### config.mk
export PLATFORM = sky130hd
export DESIGN_NAME = ulpi_alt_link
export DESIGN_NICKNAME = d
export VERILOG_FILES = /design/src/pkg/ulpi_alt_pkg.sv /design/src/verilog/pin_sync.sv /design/src/verilog/ulpi_alt_link.sv
export SDC_FILE = /design/constraint.sdc
export NUM_CORES = 1
export LEC_CHECK = 0
export BUFFER_PORTS_ARGS = -buffer_cell sky130_fd_sc_hd__buf_2
export CAP_MARGIN = 20
export CORE_AREA = 3 3 95 115
export DETAILED_ROUTE_END_ITERATION = 7
export DIE_AREA = 0 0 98 118
export PLACE_DENSITY = 0.75
export SYNTH_ARGS = -nofsm -noshare
export SYNTH_HDL_FRONTEND = slang
export SYNTH_HIERARCHICAL = 1
export SYNTH_SLANG_ARGS = --single-unit
### constraint.sdc
create_clock -name pclk -period 1.75 [get_ports pclk]
set_clock_uncertainty 0.15 [all_clocks]
set_input_delay 0.35 -clock pclk [delete_from_list [all_inputs] [get_ports pclk]]
set_output_delay 0.35 -clock pclk [all_outputs]
set_load 0.05 [all_outputs]
### src/pkg/ulpi_alt_pkg.sv
/*
  Shared constants, carriers and decode for the ULPI alternate-mode
  link controller: APB register map, field layouts, reset values,
  transceiver register addresses, timing counts, resistor decode.
  Assumes a 20 MHz pclk domain and a ULPI transceiver on the far side.
*/
package ulpi_alt_pkg;

  // ---------------------------------------------------------------
  // APB register map (byte addresses)
  // ---------------------------------------------------------------
  localparam logic [7:0] AD_CTRL   = 8'h00;
  localparam logic [7:0] AD_CFG    = 8'h04;
  localparam logic [7:0] AD_TX     = 8'h08;
  localparam logic [7:0] AD_STATUS = 8'h0c;
  localparam logic [7:0] AD_EVENTS = 8'h10;
  localparam logic [7:0] AD_RXCMD  = 8'h14;

  // CTRL command bits
  localparam int CMD_APPLY  = 0;
  localparam int CMD_SLEEP  = 1;
  localparam int CMD_SERIAL = 2;
  localparam int CMD_WAKE   = 3;

  // EVENTS sticky bits
  localparam int EV_RXCMD  = 0;
  localparam int EV_ABORT  = 1;
  localparam int EV_UNASK  = 2;

  // ---------------------------------------------------------------
  // Transceiver registers and fields
  // ---------------------------------------------------------------
  localparam logic [5:0] UR_FUNC_CTRL = 6'h04;
  localparam logic [5:0] UR_IFC_CTRL  = 6'h07;
  localparam logic [5:0] UR_OTG_CTRL  = 6'h0a;
  localparam logic [1:0] TXCMD_REGWR  = 2'b10;
  localparam int FC_SPEED_LSB  = 0;
  localparam int FC_TERM       = 2;
  localparam int FC_OP_LSB     = 3;
  localparam int FC_SLEEP_NOT  = 6;
  localparam int IC_THREE_WIRE = 1;
  localparam int IC_CLK_KEEP   = 3;
  localparam int OTG_PLUS_SINK = 1;
  localparam int OTG_MINUS_SINK = 2;
  localparam logic [1:0] OP_TRISTATE = 2'b01;
  localparam logic [1:0] SPEED_HS    = 2'b00;

  // ---------------------------------------------------------------
  // Timing
  // ---------------------------------------------------------------
  localparam int CLK_PERIOD_NS  = 50;
  localparam int REF_SETTLE_NS  = 2000;
  localparam int REF_SETTLE_CYC =
    (REF_SETTLE_NS + CLK_PERIOD_NS - 1) / CLK_PERIOD_NS;

  // ---------------------------------------------------------------
  // Carriers
  // ---------------------------------------------------------------
  typedef struct packed {
    logic       stop_ref;
    logic       clock_keep_on;
    logic       minus_line_sink_req;
    logic       plus_line_sink_req;
    logic [1:0] op_choice;
    logic       term_choice;
    logic [1:0] speed_choice;
  } cfg_t;

  // Power-up state: full-speed, both sinks requested
  localparam cfg_t CFG_RST = 9'h061;

  typedef struct packed {
    logic se0;
    logic serial_diff_bit;
    logic tx_enable;
  } tx_t;

  typedef struct packed {
    logic fast_term_on;
    logic minus_line_sink_on;
    logic plus_line_sink_on;
    logic plus_line_lift_on;
  } res_t;

  typedef struct packed {
    logic       dir;
    logic       nxt;
    logic [3:0] data;
  } ulpi_in_t;

  // Resistor enables the device will apply for a set of fields
  function automatic res_t decode_res(input cfg_t c);
    logic off;
    res_t r;
    off = (c.op_choice == OP_TRISTATE);
    r.plus_line_lift_on  = c.term_choice & ~c.plus_line_sink_req
                           & ~off;
    r.plus_line_sink_on  = c.plus_line_sink_req & ~off;
    r.minus_line_sink_on = c.minus_line_sink_req & ~off;
    r.fast_term_on = (c.speed_choice == SPEED_HS)
                     & ~c.term_choice & ~off;
    return r;
  endfunction

endpackage

### src/verilog/pin_sync.sv
/*
  Two-flop synchroniser for a bundle of pin inputs.
  Assumes the bundle members are independent levels.
*/
`timescale 1ns/10ps
module pin_sync #(
  parameter int W = 6
) (
  input  wire logic         pclk,
  input  wire logic         presetn,
  input  wire logic [W-1:0] pins,
  output logic      [W-1:0] synced
);

  typedef struct packed {
    logic [W-1:0] s2;
    logic [W-1:0] s1;
  } sync_st_t;

  sync_st_t s;
  sync_st_t next_s;

  if (W < 1) begin : g_chk
    $error("pin_sync width must be at least 1");
  end

  // First stage feeds only the second
  always_comb begin
    next_s.s1 = pins;
    next_s.s2 = s.s1;
  end

  always_ff @(posedge pclk or negedge presetn) begin
    if (!presetn) begin
      s <= '0;
    end else begin
      s <= next_s;
    end
  end

  assign synced = s.s2;

endmodule

### src/verilog/ulpi_alt_link.sv
/*
  Link-side controller for the alternate modes of a ULPI transceiver:
  sends register writes, enters low-power or three-wire serial mode,
  drives the serial pins, wakes the device by STP, captures the
  status byte that follows, and reports the expected resistor state.
  Assumes an APB master on pclk and transceiver pins from another
  clock domain, synchronised here before use.
*/
// The APB interface to the registers and the address map were left to the implementer.
`timescale 1ns/10ps

module ulpi_alt_link #(
  parameter int unsigned SETTLE_CYCLES = ulpi_alt_pkg::REF_SETTLE_CYC
) (
  input  wire logic        pclk,
  input  wire logic        presetn,
  input  wire logic        psel,
  input  wire logic        penable,
  input  wire logic        pwrite,
  input  wire logic [7:0]  paddr,
  input  wire logic [31:0] pwdata,
  output logic      [31:0] prdata,
  output logic             pready,
  output logic             pslverr,
  input  wire logic        ulpi_dir,
  input  wire logic        ulpi_nxt,
  input  wire logic [3:0]  ulpi_data_in,
  output logic      [3:0]  ulpi_data_out,
  output logic      [3:0]  ulpi_data_oe_n,
  output logic             ulpi_stp,
  output logic             ref_clk_run
);

  if (SETTLE_CYCLES < 1 || SETTLE_CYCLES > 255) begin : g_chk
    $error("SETTLE_CYCLES must lie in 1..255");
  end

  // ---------------------------------------------------------------
  // State
  // ---------------------------------------------------------------
  typedef enum logic [3:0] {
    S_IDLE, S_CMD_LO, S_CMD_HI, S_DAT_LO, S_DAT_HI, S_STOP,
    S_ENTER, S_TURN_IN, S_SLEEP, S_SERIAL, S_CLK_WAIT, S_WAKE,
    S_TURN_OUT, S_RX_TURN, S_RX
  } fsm_t;

  typedef enum logic [1:0] {T_NONE, T_SLEEP, T_SERIAL} tgt_t;

  typedef struct packed {
    fsm_t                st;
    tgt_t                after;
    logic                then_otg;
    ulpi_alt_pkg::cfg_t  cfg;
    ulpi_alt_pkg::tx_t   tx;
    logic [3:0]          req;
    logic [2:0]          ev;
    logic [7:0]          cmd;
    logic [7:0]          dat;
    logic [7:0]          cnt;
    logic [7:0]          rxcmd;
    logic                rx_half;
    logic                pready;
    logic                pslverr;
    logic [31:0]         prdata;
    logic                stp;
    logic [3:0]          dout;
    logic [3:0]          doe_n;
    logic                ref_run;
  } st_t;

  st_t                    s;
  st_t                    next_s;
  ulpi_alt_pkg::ulpi_in_t p;
  ulpi_alt_pkg::res_t     res;

  // ---------------------------------------------------------------
  // Pin synchroniser
  // ---------------------------------------------------------------
  pin_sync #(
    .W ($bits(ulpi_alt_pkg::ulpi_in_t))
  ) u_sync (
    .pclk    (pclk),
    .presetn (presetn),
    .pins    ({ulpi_dir, ulpi_nxt, ulpi_data_in}),
    .synced  (p)
  );

  // Expected device resistors from the programmed fields
  assign res = ulpi_alt_pkg::decode_res(s.cfg);

  // Function control byte built from the programmed fields
  function automatic logic [7:0] func_byte(input ulpi_alt_pkg::cfg_t c,
                                           input logic sleep_not);
    logic [7:0] b;
    b = 8'h00;
    b[ulpi_alt_pkg::FC_SPEED_LSB +: 2] = c.speed_choice;
    b[ulpi_alt_pkg::FC_TERM]           = c.term_choice;
    b[ulpi_alt_pkg::FC_OP_LSB +: 2]    = c.op_choice;
    b[ulpi_alt_pkg::FC_SLEEP_NOT]      = sleep_not;
    return b;
  endfunction

  // Register write command byte
  function automatic logic [7:0] regwr(input logic [5:0] a);
    return {ulpi_alt_pkg::TXCMD_REGWR, a};
  endfunction

  // ---------------------------------------------------------------
  // Next-state logic
  // ---------------------------------------------------------------
  always_comb begin
    logic [3:0]  take;
    logic [2:0]  ev_set;
    logic [31:0] rd;
    logic        hit;
    logic        wr_ok;
    logic [7:0]  otg;
    logic [7:0]  ifc;
    next_s        = s;
    take          = 4'h0;
    ev_set        = 3'h0;
    wr_ok         = 1'b0;
    rd            = 32'h0000_0000;
    hit           = 1'b1;
    otg           = 8'h00;
    ifc           = 8'h00;
    otg[ulpi_alt_pkg::OTG_PLUS_SINK]  = s.cfg.plus_line_sink_req;
    otg[ulpi_alt_pkg::OTG_MINUS_SINK] = s.cfg.minus_line_sink_req;
    ifc[ulpi_alt_pkg::IC_THREE_WIRE]  = 1'b1;
    ifc[ulpi_alt_pkg::IC_CLK_KEEP]    = s.cfg.clock_keep_on;

    // Read mux, sampled in the setup cycle
    case (paddr)
      ulpi_alt_pkg::AD_CTRL:   rd = {28'h0, s.req};
      ulpi_alt_pkg::AD_CFG:    rd = {23'h0, s.cfg};
      ulpi_alt_pkg::AD_TX:     rd = {29'h0, s.tx};
      ulpi_alt_pkg::AD_STATUS: rd = {18'h0, res, p.data, p.nxt, p.dir,
                                     s.st};
      ulpi_alt_pkg::AD_EVENTS: rd = {29'h0, s.ev};
      ulpi_alt_pkg::AD_RXCMD:  rd = {24'h0, s.rxcmd};
      default:                 hit = 1'b0;
    endcase

    // Ready goes high in the access phase: no wait states
    next_s.pready  = psel & ~penable;
    next_s.pslverr = psel & ~penable & ~hit;
    if (psel && !penable) begin
      next_s.prdata = hit ? rd : 32'h0000_0000;
    end
    wr_ok = psel & penable & s.pready & pwrite & ~s.pslverr;

    // Link state machine
    case (s.st)
      S_IDLE: begin
        next_s.stp   = 1'b0;
        next_s.dout  = 4'h0;
        next_s.doe_n = 4'h0;
        if (p.dir) begin
          next_s.doe_n = 4'hf;
          next_s.st    = S_RX_TURN;
        end else if (s.req[ulpi_alt_pkg::CMD_APPLY]) begin
          take[ulpi_alt_pkg::CMD_APPLY] = 1'b1;
          next_s.cmd      = regwr(ulpi_alt_pkg::UR_FUNC_CTRL);
          next_s.dat      = func_byte(s.cfg, 1'b1);
          next_s.then_otg = 1'b1;
          next_s.after    = T_NONE;
          next_s.st       = S_CMD_LO;
        end else if (s.req[ulpi_alt_pkg::CMD_SLEEP]) begin
          take[ulpi_alt_pkg::CMD_SLEEP] = 1'b1;
          next_s.cmd   = regwr(ulpi_alt_pkg::UR_FUNC_CTRL);
          next_s.dat   = func_byte(s.cfg, 1'b0);
          next_s.after = T_SLEEP;
          next_s.st    = S_CMD_LO;
        end else if (s.req[ulpi_alt_pkg::CMD_SERIAL]) begin
          take[ulpi_alt_pkg::CMD_SERIAL] = 1'b1;
          next_s.cmd   = regwr(ulpi_alt_pkg::UR_IFC_CTRL);
          next_s.dat   = ifc;
          next_s.after = T_SERIAL;
          next_s.st    = S_CMD_LO;
        end
      end
      S_CMD_LO, S_CMD_HI, S_DAT_LO, S_DAT_HI: begin
        // Low nibble first; command pair repeats until throttle seen
        if (p.dir) begin
          next_s.doe_n    = 4'hf;
          next_s.after    = T_NONE;
          next_s.then_otg = 1'b0;
          ev_set[ulpi_alt_pkg::EV_ABORT] = 1'b1;
          next_s.st       = S_RX_TURN;
        end else if (s.st == S_CMD_LO) begin
          next_s.dout = s.cmd[7:4];
          next_s.st   = S_CMD_HI;
        end else if (s.st == S_CMD_HI) begin
          next_s.dout = p.nxt ? s.dat[3:0] : s.cmd[3:0];
          next_s.st   = p.nxt ? S_DAT_LO : S_CMD_LO;
        end else if (s.st == S_DAT_LO) begin
          next_s.dout = s.dat[7:4];
          next_s.st   = S_DAT_HI;
        end else begin
          next_s.dout = 4'h0;
          next_s.stp  = 1'b1;
          next_s.st   = S_STOP;
        end
      end
      S_STOP: begin
        next_s.stp = 1'b0;
        if (s.then_otg) begin
          next_s.then_otg = 1'b0;
          next_s.cmd  = regwr(ulpi_alt_pkg::UR_OTG_CTRL);
          next_s.dat  = otg;
          next_s.dout = next_s.cmd[3:0];
          next_s.st   = S_CMD_LO;
        end else begin
          next_s.st = (s.after == T_NONE) ? S_IDLE : S_ENTER;
        end
      end
      S_ENTER: begin
        // Keep the bus low until the device takes it
        if (p.dir) begin
          next_s.doe_n = 4'hf;
          next_s.st    = S_TURN_IN;
        end
      end
      S_TURN_IN: begin
        if (s.after == T_SLEEP) begin
          next_s.ref_run = ~s.cfg.stop_ref;
          next_s.st      = S_SLEEP;
        end else begin
          next_s.st      = S_SERIAL;
        end
        next_s.after = T_NONE;
      end
      S_SLEEP, S_SERIAL: begin
        if (s.st == S_SERIAL) begin
          // Enable always driven; data and SE0 only while sending
          next_s.dout  = {1'b0, s.tx.se0, s.tx.serial_diff_bit,
                          s.tx.tx_enable};
          next_s.doe_n = {1'b1, ~s.tx.tx_enable, ~s.tx.tx_enable,
                          1'b0};
        end else begin
          // Pins 0..3 are line state, low, interrupt: inputs only
          next_s.doe_n = 4'hf;
        end
        if (!p.dir) begin
          ev_set[ulpi_alt_pkg::EV_UNASK] = 1'b1;
          next_s.doe_n = 4'hf;
          next_s.st    = S_TURN_OUT;
        end else if (s.req[ulpi_alt_pkg::CMD_WAKE]) begin
          take[ulpi_alt_pkg::CMD_WAKE] = 1'b1;
          next_s.ref_run = 1'b1;
          next_s.cnt     = 8'(SETTLE_CYCLES);
          next_s.doe_n   = 4'hf;
          next_s.st      = S_CLK_WAIT;
        end
      end
      S_CLK_WAIT: begin
        // Let the reference clock settle before asking to exit
        next_s.cnt = s.cnt - 8'h01;
        if (s.cnt == 8'h01) begin
          next_s.stp = 1'b1;
          next_s.st  = S_WAKE;
        end
      end
      S_WAKE: begin
        if (!p.dir) begin
          next_s.stp = 1'b0;
          next_s.st  = S_TURN_OUT;
        end
      end
      S_TURN_OUT: begin
        // Turnaround: ignore the bus one cycle, then drive low
        next_s.doe_n = 4'h0;
        next_s.dout  = 4'h0;
        next_s.st    = S_IDLE;
      end
      S_RX_TURN, S_RX: begin
        // Entry edge already saw the turnaround; nibbles start here
        next_s.st = S_RX;
        if (!p.dir) begin
          next_s.rx_half = 1'b0;  // Odd nibble dropped
          next_s.st      = S_TURN_OUT;
        end else if (!p.nxt) begin
          // Status byte, e.g. the one owed after a wake
          next_s.rx_half = ~s.rx_half;
          if (!s.rx_half) begin
            next_s.rxcmd[3:0] = p.data;
          end else begin
            next_s.rxcmd[7:4] = p.data;
            ev_set[ulpi_alt_pkg::EV_RXCMD] = 1'b1;
          end
        end
      end
      default: begin
        next_s.st = S_IDLE;
      end
    endcase

    // Register writes; hardware set wins over software clear
    next_s.req = s.req & ~take;
    next_s.ev  = s.ev | ev_set;
    if (wr_ok) begin
      case (paddr)
        ulpi_alt_pkg::AD_CTRL:   next_s.req = next_s.req | pwdata[3:0];
        ulpi_alt_pkg::AD_CFG:    next_s.cfg = pwdata[8:0];
        ulpi_alt_pkg::AD_TX:     next_s.tx  = pwdata[2:0];
        ulpi_alt_pkg::AD_EVENTS: next_s.ev  = (s.ev & ~pwdata[2:0])
                                              | ev_set;
        default:                 next_s.ev  = s.ev | ev_set;
      endcase
    end
  end

  // ---------------------------------------------------------------
  // State register
  // ---------------------------------------------------------------
  always_ff @(posedge pclk or negedge presetn) begin
    if (!presetn) begin
      s          <= '0;
      s.st       <= S_IDLE;
      s.after    <= T_NONE;
      s.cfg      <= ulpi_alt_pkg::CFG_RST;
      s.ref_run  <= 1'b1;
    end else begin
      s <= next_s;
    end
  end

  // Outputs straight from the state register
  assign prdata         = s.prdata;
  assign pready         = s.pready;
  assign pslverr        = s.pslverr;
  assign ulpi_data_out  = s.dout;
  assign ulpi_data_oe_n = s.doe_n;
  assign ulpi_stp       = s.stp;
  assign ref_clk_run    = s.ref_run;

endmodule

# Yosys cells after proc, flatten, opt, wreduce, memory -nomap -nowiden
# Cells that the tools add are included.
word_totals:
  ff_bits: 115
  inputBits: 51
  output_inout_bits: 44
  elab_cells: 219
classes:
  add_sub_neg: 1
  n_eq_ne: 42
  n_mux: 82
  bitwise: 29
  n_reduce_logical: 35
op_table:
  columns: ["cell", "count"]
  rows:
  - ["14-bit one-hot mux with 6 select lines", 1]
  - ["16-bit two-way mux", 5]
  - ["4-bit two-way mux", 17]
  - ["4-bit one-hot mux with 9 select lines", 1]
  - ["32-bit two-way mux", 1]
  - ["16-bit one-hot mux with 2 select lines", 1]
  - ["4-bit one-hot mux with 4 select lines", 2]
  - ["3-bit two-way mux", 10]
  - ["4-bit == test, second input constant", 7]
  - ["1-bit two-way mux", 28]
  - ["4-bit AND reduction", 7]
  - ["2-bit != test, second input constant", 13]
  - ["6-bit two-way mux", 3]
  - ["4-bit by 3-bit == test with 1-bit output, second input constant", 4]
  - ["8-bit by 4-bit == test with 1-bit output, second input constant", 2]
  - ["8-bit by 5-bit == test with 1-bit output, second input constant", 2]
  - ["8-bit two-way mux", 2]
  - ["8-bit one-hot mux with 2 select lines", 1]
  - ["1-bit bitwise AND", 12]
  - ["4-bit nonzero test", 3]
  - ["5-bit two-way mux", 2]
  - ["1-bit NOT", 10]
  - ["4-bit by 2-bit == test with 1-bit output, second input constant", 2]
  - ["8-bit by 1-bit == test with 1-bit output, second input constant", 1]
  - ["35 further kinds", 52]

# Longest topological paths before layout
logic_depth:
  word_depth: 10
  mapped_depth: 7
  depth_no_buf: 5

# Hierarchy
# The synthesis kept the hierarchy.
modules_own_cells:
  columns: ["mod", "n_inst", "cells_per_inst", "area_each_um2", "seq_area_each_um2"]
  rows:
  - ["ulpi_alt_link", 1, 464, 4615.7, 1981.9]
  - ["pin_sync", 1, 12, 300.3, 300.3]

# Least setup slack after synthesis
# OpenSTA, ideal clock, no wires.
synth_timing:
  path_kind: "register -> register"
  start: "register s (netlist bit pready)"
  end: "register s[88] (netlist name)"
  setup_ps: 125
  arrival_ps: 1655
  required_time_ps: 1475
  slack_ps: -180
  path_stages_with_launch: 6
  n_path_buf: 1
  synth_period_minus_slack_ps: 1930
  cell_sequence: "dfrtp_1 -> nand4_1 -> nor3_2 -> and3_1 -> buf_4 -> mux2_2"
synth_via:
  elab_chain_len: 4
synth_rtl:
  columns: ["item", "line", "text"]
  rows:
  - ["start, declared", "ulpi_alt_link.sv:71", "st_t s;"]
  - ["start signal, assigned", "ulpi_alt_link.sv:324", "s <= next_s;"]
  - ["1-bit bitwise AND (3 in a row)", "ulpi_alt_link.sv:150", "wr_ok = psel & penable & s.pready & pwrite & ~s.pslverr;"]
  - ["2-bit AND reduction (no source line)", null, null]
# No other way between the ends.
# A chain may end at the register's enable or synchronous reset.

# Final worst setup path
layout_timing:
  start: "register s[99] (netlist name)"
  end: "register s[49] (netlist name)"
layout_via:
  elab_chain_len: 3
  word_cells_on_any_way: 4
  classes_between: "2 x eq/ne; 2 x reduce/logical"
layout_rtl:
  columns: ["item", "line", "text"]
  rows:
  - ["4-bit == test", "ulpi_alt_link.sv:153", "case (s.st)"]
  - ["2-bit OR reduction *", "ulpi_alt_link.sv:153", null]
  - ["4-bit AND reduction (no source line) *", null, null]
# Every way passes the cells marked *; elsewhere a longest branch is shown, timed or not.

==> key figures <==
Clock tree
  – Clock sink count: 91
  – CTS root buffer: clkbuf_16
  – H-tree levels: 3
  – Clk slew on worst S/H paths: 0.06 ns
  – CTS Buffer Depth: 2
  – TritonCTS clock tree: yes
  – Clk_lat worst skew: around 0.35 ns
  – Total CTS buffers: 9

Status
  – Failing checks: setup timing
  – Status: finished, violations left

Detailed routing
  – Iteration-0 DRC Markers: approximately 290
  – Highest metal used: met4
  – # DRC: 0
  – Final WL: 13.8 mm
  – Wire length on met3: approximately 760 µm
  – Drt wl/cell: 18.8 µm
  – Drt pass-1 iters: 5
  – Final ANT Viol Nets: 0
  – Met1 wire length: roughly 5.4 mm
  – Vias per cell: around 5.8
  – Wire length on met2: 7.10 mm
  – DR vias: 4,235

Min path
  – Worst Hold Class: in2reg

Placement
  – HPWL after DPL: 9.31 mm
  – GPL Wtd Cong: 0.892
  – Dpl cells: 690
  – Buffers on Ports: 53
  – Area after DPL: 5680 µm²

Timing
  – Final hold vios: 0
  – Worst slew pin tran: 0.504 ns
  – Final Critical Period: 1.92 ns
  – Final Max Tran Viols: 0
  – Fmax: 521 MHz
  – Final Setup Violations: 27
  – Period utilization: 110%
  – Final setup margin: -0.169 ns
  – RSZ-0062 raised after global routing: yes
  – Setup TNS: -2.14 ns
  – Slew headroom: 66.4%

Cells and area
  – Final core occ: ~66%
  – Share of cells above drive strength 1: between 40% and 50%
  – Multi-input logic area: 2500 µm²
  – Non-Filler Instances: 733
  – FF+latch area: around 2300 µm²
  – Filler Cell Count: 747
  – Antenna cells: 0
  – Final Net Count: 655
  – Most frequent cells in the layout: buf_4, dfrtp_1, buf_2
  – Area growth from synthesis to layout: 33.0%
  – Post-route cell area: 6540 µm²

Critical path
  – Worst EP required: roughly 1.8 ns
  – CP endpoint kind: flip-flop
  – Crit path arrival time: about 2.0 ns
  – CP Cell Sequence: and2b_4 -> o211ai_4 -> or4_4 -> mux2_4
  – Worst Setup Start Kind: flip-flop
  – Critical Path Fanout Max: 5
  – Crit path kind: reg2reg
  – Max stage delay on crit path: roughly 0.50 ns
  – Critical Path Slowest Stage Cell: or4_4

Global routing
  – Total Routing Usage GR: 22.9%
  – Largest net degree at the start of global routing: 92
  – First-pass GRT wire length: 21.1 mm
  – Remaining Overflow, GRT: 0
  – Initial antenna violation count: 0
  – Number of global-route vias before repair: 4,174

Die
  – Die Span Y: 118 µm
  – IO Pins: 95
  – Initial Utilization: 49.4%
  – Chip width: 98 µm
  – Rows: 40
  – Core area: 9960 µm²
  – Die area: between 10,000 and 15,000 µm²

Logic synthesis
  – Post-synth EDFFs: 0
  – Synth cell types: 69
  – Async SR Flop Fraction: 100%
  – Post-Syn Instances: between 400 and 500
  – Synthesized area: a little under 5000 µm²
  – Main synth FF type: dfrtp_1
  – Syn avg cell area: 10.3 µm²
  – Synth Warn #: 6
  – FF+latch count, synth: 91
  – Part of the Yosys area used for sequential elements: 46.4%

Job
  – Max_cap viols: 0

Pwr
  – Power Total: 8.88 mW
  – VDD IR max: around 0.70 mV
  – Leak: 3.06 nW
  – Cell Pwr Density: 1360 nW/µm²
## per-layer routing
| layer | track usage [%] | vias to the layer above |
|---|---|---|
| li1 | - | 1947 |
| met1 | 26.6 | 2062 |
| met2 | 41.0 | 173 |
| met3 | 3.85 | 53 |
| met4 | 9.78 | 0 |
| met5 | 0 | - |
## flip-flops by register name (all words and copies together), names as in the netlist
| register | cells |
|---|---|
| s | 54 |
| prdata | 14 |
| u_sync/next_s | 6 |
| u_sync/synced | 6 |
| ulpi_data_out | 4 |
| ulpi_data_oe_n | 3 |
| pready | 1 |
| pslverr | 1 |
| ref_clk_run | 1 |
| ulpi_stp | 1 |
## where the power goes
part / switching (mW) / internal, mW / total (mW)
registers: 0.285 / 2.44 / 2.73
clock network: 0.811 / 1.04 / 1.86
logic: 2.23 / 2.07 / 4.30
## path summary, 6_finish.rpt
check                                 start               end  slack [ns]  depth (start not counted)
max in group asynchronous           presetn            pready        0.59                          3
hold / removal                    pwdata[4]             s[91]        0.09                          2
min in group asynchronous           presetn  ulpi_data_out[1]        0.43                          3
setup / recovery                      s[99]             s[49]       -0.17                          4
hold reg to reg            u_sync/next_s[8]  u_sync/synced[2]        0.20                          0
setup reg to reg                      s[99]             s[49]       -0.17                          4
## what timing repair did
item	4_1_cts	5_1_grt
buffers inserted	8	12
hold endpoints to repair	93	0
pin swaps	6	25
gates resized for setup	30	50
hold buffers	7	0
setup endpoints to repair	51	49
cloned	0	1
## cell usage after synthesis, types with 4 or more instances
master	count	share of area [%]
o21ai_0	26	2.6
dfrtp_1	87	44
nand3_1	14	1.4
mux2i_1	11	2.2
o211ai_1	5	0.76
mux2_2	26	6.0
a32o_1	4	0.81
and3_1	7	0.89
nor2b_1	5	0.64
mux2_4	4	1.2
or3_1	6	0.76
inv_1	15	1.1
nor2_1	20	1.5
dfstp_2	4	2.1
nor3_1	9	0.92
nand2_1	38	2.9
a22oi_1	4	0.61
clkbuf_1	10	0.76
o21a_1	4	0.61
nand2b_1	9	1.1
a22o_1	15	2.7
a21oi_1	16	1.6
a2bb2oi_1	6	1.1
buf_4	42	6.4
o221ai_1	4	0.71
buf_2	13	1.3
## metrics by stage
stage	hold WS, ns	setup WS, ns
after global routing	0.0867	-0.191
after floorplan	-0.0956	-0.121
after CTS	0.0790	-0.179
after global placement	0.184	-0.269
final	0.0870	-0.169
after detailed placement	0.185	-0.290
## kinds of logic (layout without fill, tap and decap cells)
logic type | Yosys count | count (layout) | synth area share (%)
other cells | 1 | 18 | 0.0763
xor+xnor | 3 | 3 | 0.535
fa+ha+maj | 2 | 2 | 0.509
flops | 91 | 91 | 46.4
compound gates | 117 | 117 | 17.6
buf+inv | 82 | 196 | 9.80
mux | 41 | 41 | 9.42
simple gates | 139 | 139 | 15.6
## final cells by class
type                            count  area share, %
Clock buffer                       13           3.98
Clock inverter                      3          0.325
Inverter                           15          0.918
Multi-Input combinational cell    320           38.3
Sequential cell                    91           35.0
Tap cell                          126           2.41
Timing Repair Buffer              165           19.1
## critical path, delay by kind of cell (launching register included)
kind	cells	cell delay [ns]
AO/OA/AOI/OAI	1	0.09
flip-flops	1	0.44
AND/OR/NAND/NOR	2	0.78
multiplexers	1	0.33
Power figures use the tool's default switching activity.
